[src/pkg/rmap_chk_regs.svh]
`ifndef RMAP_CHK_REGS_SVH
`define RMAP_CHK_REGS_SVH
// Protocol identifier of memory access packets.
`define PROTO_ID_MEMACC 8'h01
// Command byte field positions.
`define CMD_BIT_TYPE_HI 7
`define CMD_BIT_TYPE_LO 6
`define CMD_BIT_WRITE 5
`define CMD_BIT_VERIFY 4
`define CMD_BIT_ACK 3
`define CMD_BIT_INC 2
// Packet type value of a command.
`define PKT_TYPE_CMD 2'h1
// Status codes placed in replies.
`define ST_OK 8'h00
`define ST_GENERAL 8'h01
`define ST_UNSUPPORTED 8'h02
`define ST_BAD_KEY 8'h03
`define ST_VERIFY_OVERRUN 8'h09
`define ST_NOT_AUTH 8'h0A
`define ST_RMW_LEN 8'h0B
// Largest verified write length in bytes.
`define VERIFY_MAX_LEN 24'h000004
// Reply buffer depth when all entries are in use.
`define REPLY_DEPTH 4
`define REPLY_PTR_W 2
`endif

[src/pkg/rmap_chk_pkg.sv]
package rmap_chk_pkg;
  // One decoded command as handed over by the packet receiver.
  typedef struct packed {
    logic [7:0] proto;
    logic [7:0] cmd;
    logic [7:0] key;
    logic [31:0] addr;
    logic [23:0] len;
  } cmd_hdr_t;
  // One pending reply.
  typedef struct packed {
    logic is_read;
    logic [7:0] status;
    logic [31:0] addr;
    logic [23:0] len;
    logic inc;
  } reply_t;
  // Verdict of the checker.
  typedef enum logic [2:0] {
    ACT_DMA,
    ACT_DROP,
    ACT_REJECT,
    ACT_EXEC
  } action_t;
endpackage : rmap_chk_pkg

[src/rmap_reply_mem.sv]
`timescale 1ns/100ps
`include "rmap_chk_regs.svh"
// Small reply store; read data comes out of a register.
module rmap_reply_mem (
  input wire logic CLK_SYS,
  input wire logic NRST,
  input wire logic wr_en,
  input wire logic [`REPLY_PTR_W-1:0] wr_idx,
  input wire rmap_chk_pkg::reply_t wr_data,
  input wire logic [`REPLY_PTR_W-1:0] rd_idx,
  output rmap_chk_pkg::reply_t rd_data
);
  // Storage array of pending replies.
  rmap_chk_pkg::reply_t mem [`REPLY_DEPTH];

  // Write port.
  always_ff @(posedge CLK_SYS) begin
    if (wr_en) begin
      mem[wr_idx] <= wr_data;
    end
  end

  // Registered read port.
  always_ff @(posedge CLK_SYS or negedge NRST) begin
    if (!NRST) begin
      rd_data <= '0;
    end else begin
      rd_data <= mem[rd_idx];
    end
  end
endmodule : rmap_reply_mem

[src/rmap_bus_seq.sv]
`timescale 1ns/100ps
// Steps through bus words of one access, one word per accepted beat.
module rmap_bus_seq (
  input wire logic CLK_SYS,
  input wire logic NRST,
  input wire logic start,
  input wire logic [31:0] addr,
  input wire logic [23:0] len,
  input wire logic inc,
  input wire logic beat_done,
  input wire logic beat_err,
  output logic busy,
  output logic [31:0] cur_addr,
  output logic err,
  output logic last
);
  // Bytes still to move.
  logic [23:0] left;

  // Sequencer: addresses advance by four only when incrementing.
  always_ff @(posedge CLK_SYS or negedge NRST) begin
    if (!NRST) begin
      busy <= 1'b0;
      cur_addr <= 32'h0;
      left <= 24'h0;
      err <= 1'b0;
      last <= 1'b0;
    end else begin
      last <= 1'b0;
      if (start) begin
        busy <= (len != 24'h0);
        cur_addr <= addr;
        left <= len;
        err <= 1'b0;
        last <= (len == 24'h0);
      end else if (busy && beat_done) begin
        // An error stops the access at once.
        if (beat_err || left <= 24'h4) begin
          busy <= 1'b0;
          last <= 1'b1;
          err <= beat_err;
        end
        left <= (left > 24'h4) ? left - 24'h4 : 24'h0;
        if (inc) begin
          cur_addr <= cur_addr + 32'h4;
        end
      end
    end
  end
endmodule : rmap_bus_seq

[src/rmap_cmd_check.sv]
`timescale 1ns/100ps
`include "rmap_chk_regs.svh"
// Contract
// Verified write: length <=4, sized alignment, no 3.
// Verified write ignores increment bit.
// Incrementing plain write: no restrictions.
// Non-incrementing plain write: word aligned, multiple four.
// Sender must not trust partial write count.
// Read fetched during reply; bus error ends EEP.
// Non-incrementing reads aligned like plain writes.
// Read violation gives code 10, even zero length.
// Read-modify-write size six is unsupported.
// RMW uses verified limits, any increment bit.
// Handler off sends packets to DMA.
// Multi-entry reply buffer; reads fetched at send.
// Buffer disable restricts to one reply.
// Response packets go to DMA channel.
// Unused read codes: nothing, no reply.
// Single-address read: aligned, always replied.
// All checks finish before any bus access.
// Only protocol 0x01, type 01b handled.
// Reply only when acknowledge bit set.
// Key mismatch with reply gives code 3.
// Bus failure before reply gives code 1.
module rmap_cmd_check (
  input wire logic CLK_SYS,
  input wire logic NRST,
  // Handler enable control bit.
  input wire logic HW_HANDLER_ON,
  // Reply buffer disable control bit.
  input wire logic REPLY_BUF_DIS,
  // Configured destination key.
  input wire logic [7:0] DEST_KEY,
  // Command header strobe and contents.
  input wire logic CMD_VALID,
  input wire rmap_chk_pkg::cmd_hdr_t CMD_HDR,
  // Bus beat completion from the bus master port.
  input wire logic BUS_DONE,
  input wire logic BUS_ERR,
  // Reply transmitter takes the head reply.
  input wire logic TX_TAKE,
  // Command is accepted; low while busy or buffer full.
  output logic CMD_READY,
  // One-cycle pulse routing the packet to DMA.
  output logic TO_DMA,
  // Bus request and its address, direction.
  output logic BUS_REQ,
  output logic BUS_WRITE,
  output logic [31:0] BUS_ADDR,
  // Head reply available and its contents.
  output logic REPLY_VALID,
  output rmap_chk_pkg::reply_t REPLY,
  // One-cycle pulse: read reply truncated, end with EEP.
  output logic REPLY_EEP,
  // One-cycle pulse: reply of any kind, read or not, finished normally.
  output logic REPLY_EOP
);
  // ------------------------------------------------------------
  // Decode helpers
  // ------------------------------------------------------------
  // Sized alignment check for single-operation accesses.
  function automatic logic [7:0] small_check(input logic [31:0] a, input logic [23:0] n);
    logic [7:0] r;
    r = `ST_OK;
    if (n == 24'h3) begin
      r = `ST_NOT_AUTH;
    end else if (n == 24'h2 && a[0]) begin
      r = `ST_NOT_AUTH;
    end else if (n == 24'h4 && a[1:0] != 2'h0) begin
      r = `ST_NOT_AUTH;
    end
    return r;
  endfunction : small_check

  // Word alignment and length multiple of four.
  function automatic logic word_ok(input logic [31:0] a, input logic [23:0] n);
    return (a[1:0] == 2'h0) && (n[1:0] == 2'h0);
  endfunction : word_ok

  // ------------------------------------------------------------
  // Check stage
  // ------------------------------------------------------------
  // Command byte fields.
  logic [1:0] ptype;
  logic is_wr, is_vfy, is_ack, is_inc;
  assign ptype = CMD_HDR.cmd[`CMD_BIT_TYPE_HI:`CMD_BIT_TYPE_LO];
  assign is_wr = CMD_HDR.cmd[`CMD_BIT_WRITE];
  assign is_vfy = CMD_HDR.cmd[`CMD_BIT_VERIFY];
  assign is_ack = CMD_HDR.cmd[`CMD_BIT_ACK];
  assign is_inc = CMD_HDR.cmd[`CMD_BIT_INC];

  // Combinational verdict and status for the offered command.
  rmap_chk_pkg::action_t next_act;
  logic [7:0] next_status;
  logic next_rd;

  // Decision tree; every check is settled here before any bus step.
  always_comb begin
    next_act = rmap_chk_pkg::ACT_EXEC;
    next_status = `ST_OK;
    next_rd = 1'b0;
    if (!HW_HANDLER_ON) begin
      next_act = rmap_chk_pkg::ACT_DMA;
    end else if (CMD_HDR.proto != `PROTO_ID_MEMACC || ptype != `PKT_TYPE_CMD) begin
      next_act = rmap_chk_pkg::ACT_DMA;
    end else if (!is_wr && !is_ack) begin
      // Unused read codes and read-modify-write without a reply do nothing.
      next_act = rmap_chk_pkg::ACT_DROP;
    end else if (CMD_HDR.key != DEST_KEY) begin
      next_act = rmap_chk_pkg::ACT_REJECT;
      next_status = `ST_BAD_KEY;
    end else if (!is_wr && is_vfy) begin
      // Read-modify-write: length holds data plus mask.
      next_rd = 1'b1;
      if (!(CMD_HDR.len == 24'h0 || CMD_HDR.len == 24'h2 || CMD_HDR.len == 24'h4 || CMD_HDR.len == 24'h8)) begin
        next_act = rmap_chk_pkg::ACT_REJECT;
        next_status = `ST_RMW_LEN;
      end else if (small_check(CMD_HDR.addr, {1'b0, CMD_HDR.len[23:1]}) != `ST_OK) begin
        next_act = rmap_chk_pkg::ACT_REJECT;
        next_status = `ST_NOT_AUTH;
      end
    end else if (!is_wr) begin
      next_rd = 1'b1;
      if (!is_inc && !word_ok(CMD_HDR.addr, CMD_HDR.len)) begin
        next_act = rmap_chk_pkg::ACT_REJECT;
        next_status = `ST_NOT_AUTH;
      end
    end else if (is_vfy) begin
      if (CMD_HDR.len > `VERIFY_MAX_LEN) begin
        next_act = rmap_chk_pkg::ACT_REJECT;
        next_status = `ST_VERIFY_OVERRUN;
      end else if (small_check(CMD_HDR.addr, CMD_HDR.len) != `ST_OK) begin
        next_act = rmap_chk_pkg::ACT_REJECT;
        next_status = `ST_NOT_AUTH;
      end
    end else if (!is_inc && !word_ok(CMD_HDR.addr, CMD_HDR.len)) begin
      next_act = rmap_chk_pkg::ACT_REJECT;
      next_status = `ST_NOT_AUTH;
    end
  end

  // ------------------------------------------------------------
  // Execution state
  // ------------------------------------------------------------
  typedef enum logic [1:0] {
    S_IDLE,
    S_WRITE,
    S_QUEUE
  } state_t;
  state_t state;
  // Captured command.
  rmap_chk_pkg::reply_t held;
  logic held_ack;

  // Reply buffer pointers and count.
  logic [`REPLY_PTR_W-1:0] wr_ptr, rd_ptr;
  logic [`REPLY_PTR_W:0] count;
  logic buf_full;
  // Only one entry usable when the buffer is disabled.
  assign buf_full = REPLY_BUF_DIS ? (count != '0) : (count == (`REPLY_PTR_W+1)'(`REPLY_DEPTH));

  // Write sequencer signals.
  logic seq_start, seq_busy, seq_err, seq_last;
  logic [31:0] seq_addr;
  // Read sequencer signals.
  logic rd_start, rd_busy, rd_err, rd_last;
  logic [31:0] rd_addr;
  logic push;
  rmap_chk_pkg::reply_t head;

  assign seq_start = (state == S_IDLE) && CMD_VALID && CMD_READY && (next_act == rmap_chk_pkg::ACT_EXEC) && !next_rd;
  assign push = (state == S_QUEUE) && held_ack;

  // Command stage state machine.
  always_ff @(posedge CLK_SYS or negedge NRST) begin
    if (!NRST) begin
      state <= S_IDLE;
      held <= '0;
      held_ack <= 1'b0;
    end else begin
      case (state)
        S_IDLE: begin
          if (CMD_VALID && CMD_READY) begin
            held.is_read <= next_rd;
            held.status <= next_status;
            held.addr <= CMD_HDR.addr;
            held.len <= CMD_HDR.len;
            held.inc <= is_inc && !(is_vfy);
            held_ack <= is_ack;
            if (next_act == rmap_chk_pkg::ACT_EXEC && !next_rd) begin
              state <= S_WRITE;
            end else if (next_act == rmap_chk_pkg::ACT_EXEC || next_act == rmap_chk_pkg::ACT_REJECT) begin
              state <= S_QUEUE;
            end
          end
        end
        S_WRITE: begin
          if (seq_last) begin
            if (seq_err) begin
              held.status <= `ST_GENERAL;
            end
            state <= S_QUEUE;
          end
        end
        S_QUEUE: begin
          // Waits here for a free reply entry.
          if (!held_ack || !buf_full) begin
            state <= S_IDLE;
          end
        end
        default: begin
          state <= S_IDLE;
        end
      endcase
    end
  end

  // Ready only when idle and a reply entry is free.
  always_ff @(posedge CLK_SYS or negedge NRST) begin
    if (!NRST) begin
      CMD_READY <= 1'b0;
      TO_DMA <= 1'b0;
    end else begin
      CMD_READY <= (state == S_IDLE) && !(CMD_VALID && CMD_READY) && !buf_full;
      TO_DMA <= (state == S_IDLE) && CMD_VALID && CMD_READY && (next_act == rmap_chk_pkg::ACT_DMA);
    end
  end

  // Write bus walker.
  rmap_bus_seq u_wr_seq (
    .CLK_SYS(CLK_SYS),
    .NRST(NRST),
    .start(seq_start),
    .addr(CMD_HDR.addr),
    .len(CMD_HDR.len),
    .inc(is_inc && !is_vfy),
    .beat_done(BUS_DONE && BUS_WRITE),
    .beat_err(BUS_ERR),
    .busy(seq_busy),
    .cur_addr(seq_addr),
    .err(seq_err),
    .last(seq_last)
  );

  // ------------------------------------------------------------
  // Reply buffer
  // ------------------------------------------------------------
  logic push_fire;
  assign push_fire = push && !buf_full;

  // Buffer pointers; a push and a pop may meet in one cycle.
  always_ff @(posedge CLK_SYS or negedge NRST) begin
    if (!NRST) begin
      wr_ptr <= '0;
      rd_ptr <= '0;
      count <= '0;
    end else begin
      if (push_fire) begin
        wr_ptr <= wr_ptr + 1'b1;
      end
      if (rd_last) begin
        rd_ptr <= rd_ptr + 1'b1;
      end
      count <= count + (push_fire ? 1'b1 : 1'b0) - (rd_last ? 1'b1 : 1'b0);
    end
  end

  rmap_reply_mem u_mem (
    .CLK_SYS(CLK_SYS),
    .NRST(NRST),
    .wr_en(push_fire),
    .wr_idx(wr_ptr),
    .wr_data(held),
    .rd_idx(rd_ptr),
    .rd_data(head)
  );

  // ------------------------------------------------------------
  // Reply transmission with on-the-fly read fetch
  // ------------------------------------------------------------
  logic sending;
  logic head_ok;
  logic head_fresh; // High once the registered head entry has had a cycle to settle.
  // Head entry is present once the count says so; the registered read settles a cycle later.
  assign head_ok = (count != '0) && !sending && !rd_last;
  assign rd_start = head_ok && TX_TAKE && REPLY_VALID;

  // Data is fetched only for good read replies.
  rmap_bus_seq u_rd_seq (
    .CLK_SYS(CLK_SYS),
    .NRST(NRST),
    .start(rd_start),
    .addr(head.addr),
    .len((head.is_read && head.status == `ST_OK) ? head.len : 24'h0),
    .inc(head.inc),
    .beat_done(BUS_DONE && !BUS_WRITE),
    .beat_err(BUS_ERR),
    .busy(rd_busy),
    .cur_addr(rd_addr),
    .err(rd_err),
    .last(rd_last)
  );

  // Reply output side.
  always_ff @(posedge CLK_SYS or negedge NRST) begin
    if (!NRST) begin
      sending <= 1'b0;
      head_fresh <= 1'b0;
      REPLY_VALID <= 1'b0;
      REPLY <= '0;
      REPLY_EEP <= 1'b0;
      REPLY_EOP <= 1'b0;
    end else begin
      head_fresh <= head_ok;
      REPLY_VALID <= head_ok && head_fresh && !rd_start; // Waits until REPLY holds the new head.
      REPLY <= head;
      REPLY_EEP <= rd_last && rd_err;
      REPLY_EOP <= rd_last && !rd_err;
      if (rd_start) begin
        sending <= 1'b1;
      end else if (rd_last) begin
        sending <= 1'b0;
      end
    end
  end

  // Bus request: reads of the sending reply take precedence.
  always_ff @(posedge CLK_SYS or negedge NRST) begin
    if (!NRST) begin
      BUS_REQ <= 1'b0;
      BUS_WRITE <= 1'b0;
      BUS_ADDR <= 32'h0;
    end else begin
      BUS_REQ <= (rd_busy || seq_busy) && !BUS_DONE;
      BUS_WRITE <= !rd_busy && seq_busy;
      BUS_ADDR <= rd_busy ? rd_addr : seq_addr;
    end
  end
endmodule : rmap_cmd_check

[config.mk]
export PLATFORM = sky130hd
export DESIGN_NAME = rmap_cmd_check
export DESIGN_NICKNAME = d
export VERILOG_FILES = /design/src/pkg/rmap_chk_pkg.sv /design/src/rmap_reply_mem.sv /design/src/rmap_bus_seq.sv /design/src/rmap_cmd_check.sv
export VERILOG_INCLUDE_DIRS = /design/src /design/src/pkg
export SDC_FILE = /design/constraint.sdc
export NUM_CORES = 1
export LEC_CHECK = 0
export BUFFER_PORTS_ARGS = -buffer_cell sky130_fd_sc_hd__buf_4
export CAP_MARGIN = 20
export CORE_UTILIZATION = 46
export DETAILED_ROUTE_END_ITERATION = 8
export RECOVER_POWER = 50
export SLEW_MARGIN = 40
export SYNTH_ARGS = -nofsm -noshare
export SYNTH_HDL_FRONTEND = slang
export SYNTH_HIERARCHICAL = 1
export SYNTH_SLANG_ARGS = --single-unit
[constraint.sdc]
create_clock -name CLK_SYS -period 13.8 [get_ports CLK_SYS]
set_input_delay 1.38 -clock CLK_SYS [delete_from_list [all_inputs] [get_ports CLK_SYS]]
set_output_delay 1.38 -clock CLK_SYS [all_outputs]
set_load 0.01 [all_outputs]
==> reports/summary.txt <==
Drt total wl: 55900 um
Worst Hold Class: flip-flop to flip-flop
Worst VDD drop: 0.0000931 V
Post-synth top flop: dfrtp_1
Starting Density: 46.6%
Fin Setup TNS: 0 ns
DIE AREA: 0.0542 mm2
Die H: 233 um
Relative slew slack: -161%
Leading area contributor after synthesis: dfrtp_1
Final RePlAce weighted congestion: 0.849
Layout Utilization: 54.9%
Fin crit share: 50.3%
Sink Count: 626
Critical path endpoint category: asynchronous set/reset pin
Crit Path Category: primary input to asynchronous set/reset pin
Count of different cell masters after synthesis: 67
Antenna violations before repair: 0
Placed Area: 0.0269 mm2
Sequential standard cell area: 0.0170 mm2
Post-Syn Area per Cell: 15.2 um2
Critical Path RT: 13.56 ns
Layout area overhead: 17.8%
Largest net degree at the start of global routing: 97
Final cell count without fillers: 2579
Nets: 1946
Final setup fails: 0
N_diodes: 0
Worst-Margin Slew: 3.92 ns
Reg clk slew, reported paths: 0.07 ns
First-pass GRT wire length: 85200 um
Yosys warns: 6
DRT iter0 DRCs: 974
Cts repair resizes: 0
CTS Hold Buffers Added: 0
Seq/Total Area, Yosys: 69.3%
Num ports: 201
CTS tree: done
Synth top area share: 37.0%
Clk buf depth: 3
Share of post-route cells with drive strength above 1: 26.1%
Max frequency: 0.144 GHz
Final ANT Viol Nets: 0
Outcome: finished, violations left
Die W: 233 um
DRT Pass-1 Iters: 7
Placeable Area: 0.0526 mm2
Failing checks: max-capacitance violations, max-slew violations
Synth Cell Area: 0.0245 mm2
Root buffer cell: clkbuf_16
Critical Path Start Type: primary input
Num CTS Buffers: 61
Worst EP arrival: 6.70 ns
Max_cap viols: 10
Via count: 14400
Worst skew pair latency: 0.61 ns
Leak: 11.3 nW
Hold Vio Cnt, Final: 0
GRT Residual Overflow: 0
Design area: 0.0289 mm2
H-tree depth: 2
Total track usage: 20.9%
Worst hold slack: 0.368 ns
Vias per inst: 5.58
Footprint of the multi-input gates: 0.00722 mm2
DPL Wire Length: 36300 um
Floorplan row count: 84
Post-CTS Setup Repair Bufs: 0
EDFF count, synth: 264
Ys async rst share: 57.8%
Syn Inst Count: 1610
Power per standard cell area: 184 mW/mm2
Max Slew Vio Count: 463
Min Clock Period, post-route: 6.94 ns
Vias in the first global route: 14300
Wire length per cell: 21.7 um
Placed insts: 2466
IO buf count: 198
RSZ-0062 raised after global routing: false
Largest cells by area after synthesis: dfrtp_1, edfxtp_1, mux4_2
Layout Skew: 0.0191 ns
DRC violations left: 0
Number of fill cells: 4310
Crit Path Max Fanout: 58
Number of synthesized register bits: 626
Yosys cell counts, drive strengths merged, types with 3 or more instances:
library cell / number
a2111oi: 3
a21o: 4
a21oi: 34
a22o: 14
a22oi: 7
a2bb2oi: 5
a31oi: 10
and2: 36
and3: 20
and3b: 4
buf: 23
clkbuf: 51
dfrtp: 362
edfxtp: 264
ha: 8
inv: 18
mux2: 94
mux2i: 12
mux4: 66
nand2: 123
nand3: 34
nand4: 33
nor2: 43
nor2b: 6
nor3: 30
nor3b: 7
nor4: 39
o21ai: 104
o22a: 3
o2bb2ai: 3
o31ai: 3
or3: 10
or4: 11
xnor2: 16
xor2: 68
layer usage:
| layer | track usage (%) | up-vias | wire [um] |
|---|---|---|---|
| li1 | - | 6476 | - |
| met1 | 30.1 | 7424 | 25000 |
| met2 | 32.8 | 402 | 26600 |
| met3 | 3.54 | 98 | 2880 |
| met4 | 6.39 | 0 | 1440 |
| met5 | 0 | - | 0 |
cell type report:
class                      count  area share (%)
sequential                   626            58.9
timing repair buffer         223            5.70
multi-input combinational    911            25.0
tap                          688            2.98
clock inverter                39            1.52
clock buffer                  74            5.67
inverter                      18           0.234
final timing paths:
| kind | from | end | slack (ns) | cells past startpoint |
|---|---|---|---|---|
| min in group asynchronous | NRST | u_rd_seq/cur_addr[15] | 1.15 | 1 |
| setup / recovery | NRST | rd_ptr[1] | 6.86 | 3 |
| hold reg to reg | u_mem/rd_data[12] | REPLY[12] | 0.37 | 0 |
| setup reg to reg | rd_ptr[0] | u_mem/rd_data[22] | 8.51 | 2 |
| max in group CLK_SYS | rd_ptr[0] | u_mem/rd_data[22] | 8.51 | 2 |
| hold / removal | u_mem/rd_data[12] | REPLY[12] | 0.37 | 0 |
stage by stage:
stage / total power [mW] / setup WS [ns]
after CTS: 5.36 / 9.81
after floorplan: 3.20 / 6.26
after global placement: 3.61 / 8.77
after global routing: 5.54 / 5.52
final: 5.30 / 6.86
after detailed placement: 3.64 / 9.17
flip-flops by register name (all words and copies together) (netlist names), 2 cells and up:
register,flops
u_rd_seq/cur_addr,32
held,61
u_rd_seq/left,24
REPLY,66
u_mem/rd_data,66
u_wr_seq/cur_addr,32
u_mem/mem,264
BUS_ADDR,32
state,2
wr_ptr,2
rd_ptr,2
u_wr_seq/left,24
count,3
power by group:
part	switching [mW]	total, mW	internal (mW)
clock network	0.696	1.71	1.01
registers	0.322	2.71	2.39
logic	0.393	0.876	0.483
total	1.41	5.30	3.89
critical path: stages:
cell	delay [ns]
clkbuf_1	1.11
clkbuf_1	1.79
clkbuf_1	2.36
cells in the final DEF, fill, tap and decap left out, types with 7 or more instances in the layout:
| master | netlist | routed |
|---|---|---|
| a22oi_1 | 7 | 7 |
| nor4_1 | 30 | 27 |
| a22o_1 | 14 | 14 |
| nand2_1 | 123 | 123 |
| ha_1 | 8 | 8 |
| a21oi_1 | 34 | 34 |
| mux2i_1 | 12 | 12 |
| bufinv_16 | 0 | 9 |
| clkbuf_16 | 0 | 62 |
| inv_1 | 18 | 18 |
| xor2_1 | 68 | 68 |
| edfxtp_1 | 264 | 264 |
| xnor2_1 | 16 | 16 |
| clkinv_2 | 0 | 10 |
| or4_1 | 11 | 11 |
| nand3_1 | 34 | 34 |
| clkbuf_1 | 51 | 18 |
| nor3_1 | 27 | 27 |
| and3_1 | 20 | 19 |
| clkinv_1 | 0 | 10 |
| o21ai_0 | 101 | 101 |
| and2_1 | 36 | 35 |
| buf_4 | 5 | 210 |
| nor2_1 | 43 | 40 |
| dfrtp_1 | 362 | 360 |
| a31oi_1 | 10 | 10 |
| nand4_1 | 33 | 33 |
| mux2_2 | 94 | 91 |
| or3_1 | 10 | 10 |
| nor4_2 | 6 | 9 |
| conb_1 | 1 | 20 |
| mux4_2 | 66 | 66 |
cell families (layout without fill, tap and decap cells):
logic type,after synthesis,in the layout,synth area share [%]
simple gates,411,411,9.19
buf+inv,92,354,1.73
compound gates,214,214,5.34
xor+xnor,84,84,3.00
fa+ha+maj,10,10,0.531
mux,172,172,10.9
flops,626,626,69.3
other cells,1,20,0.0153
No activity file was read; power rests on OpenSTA's default activity.
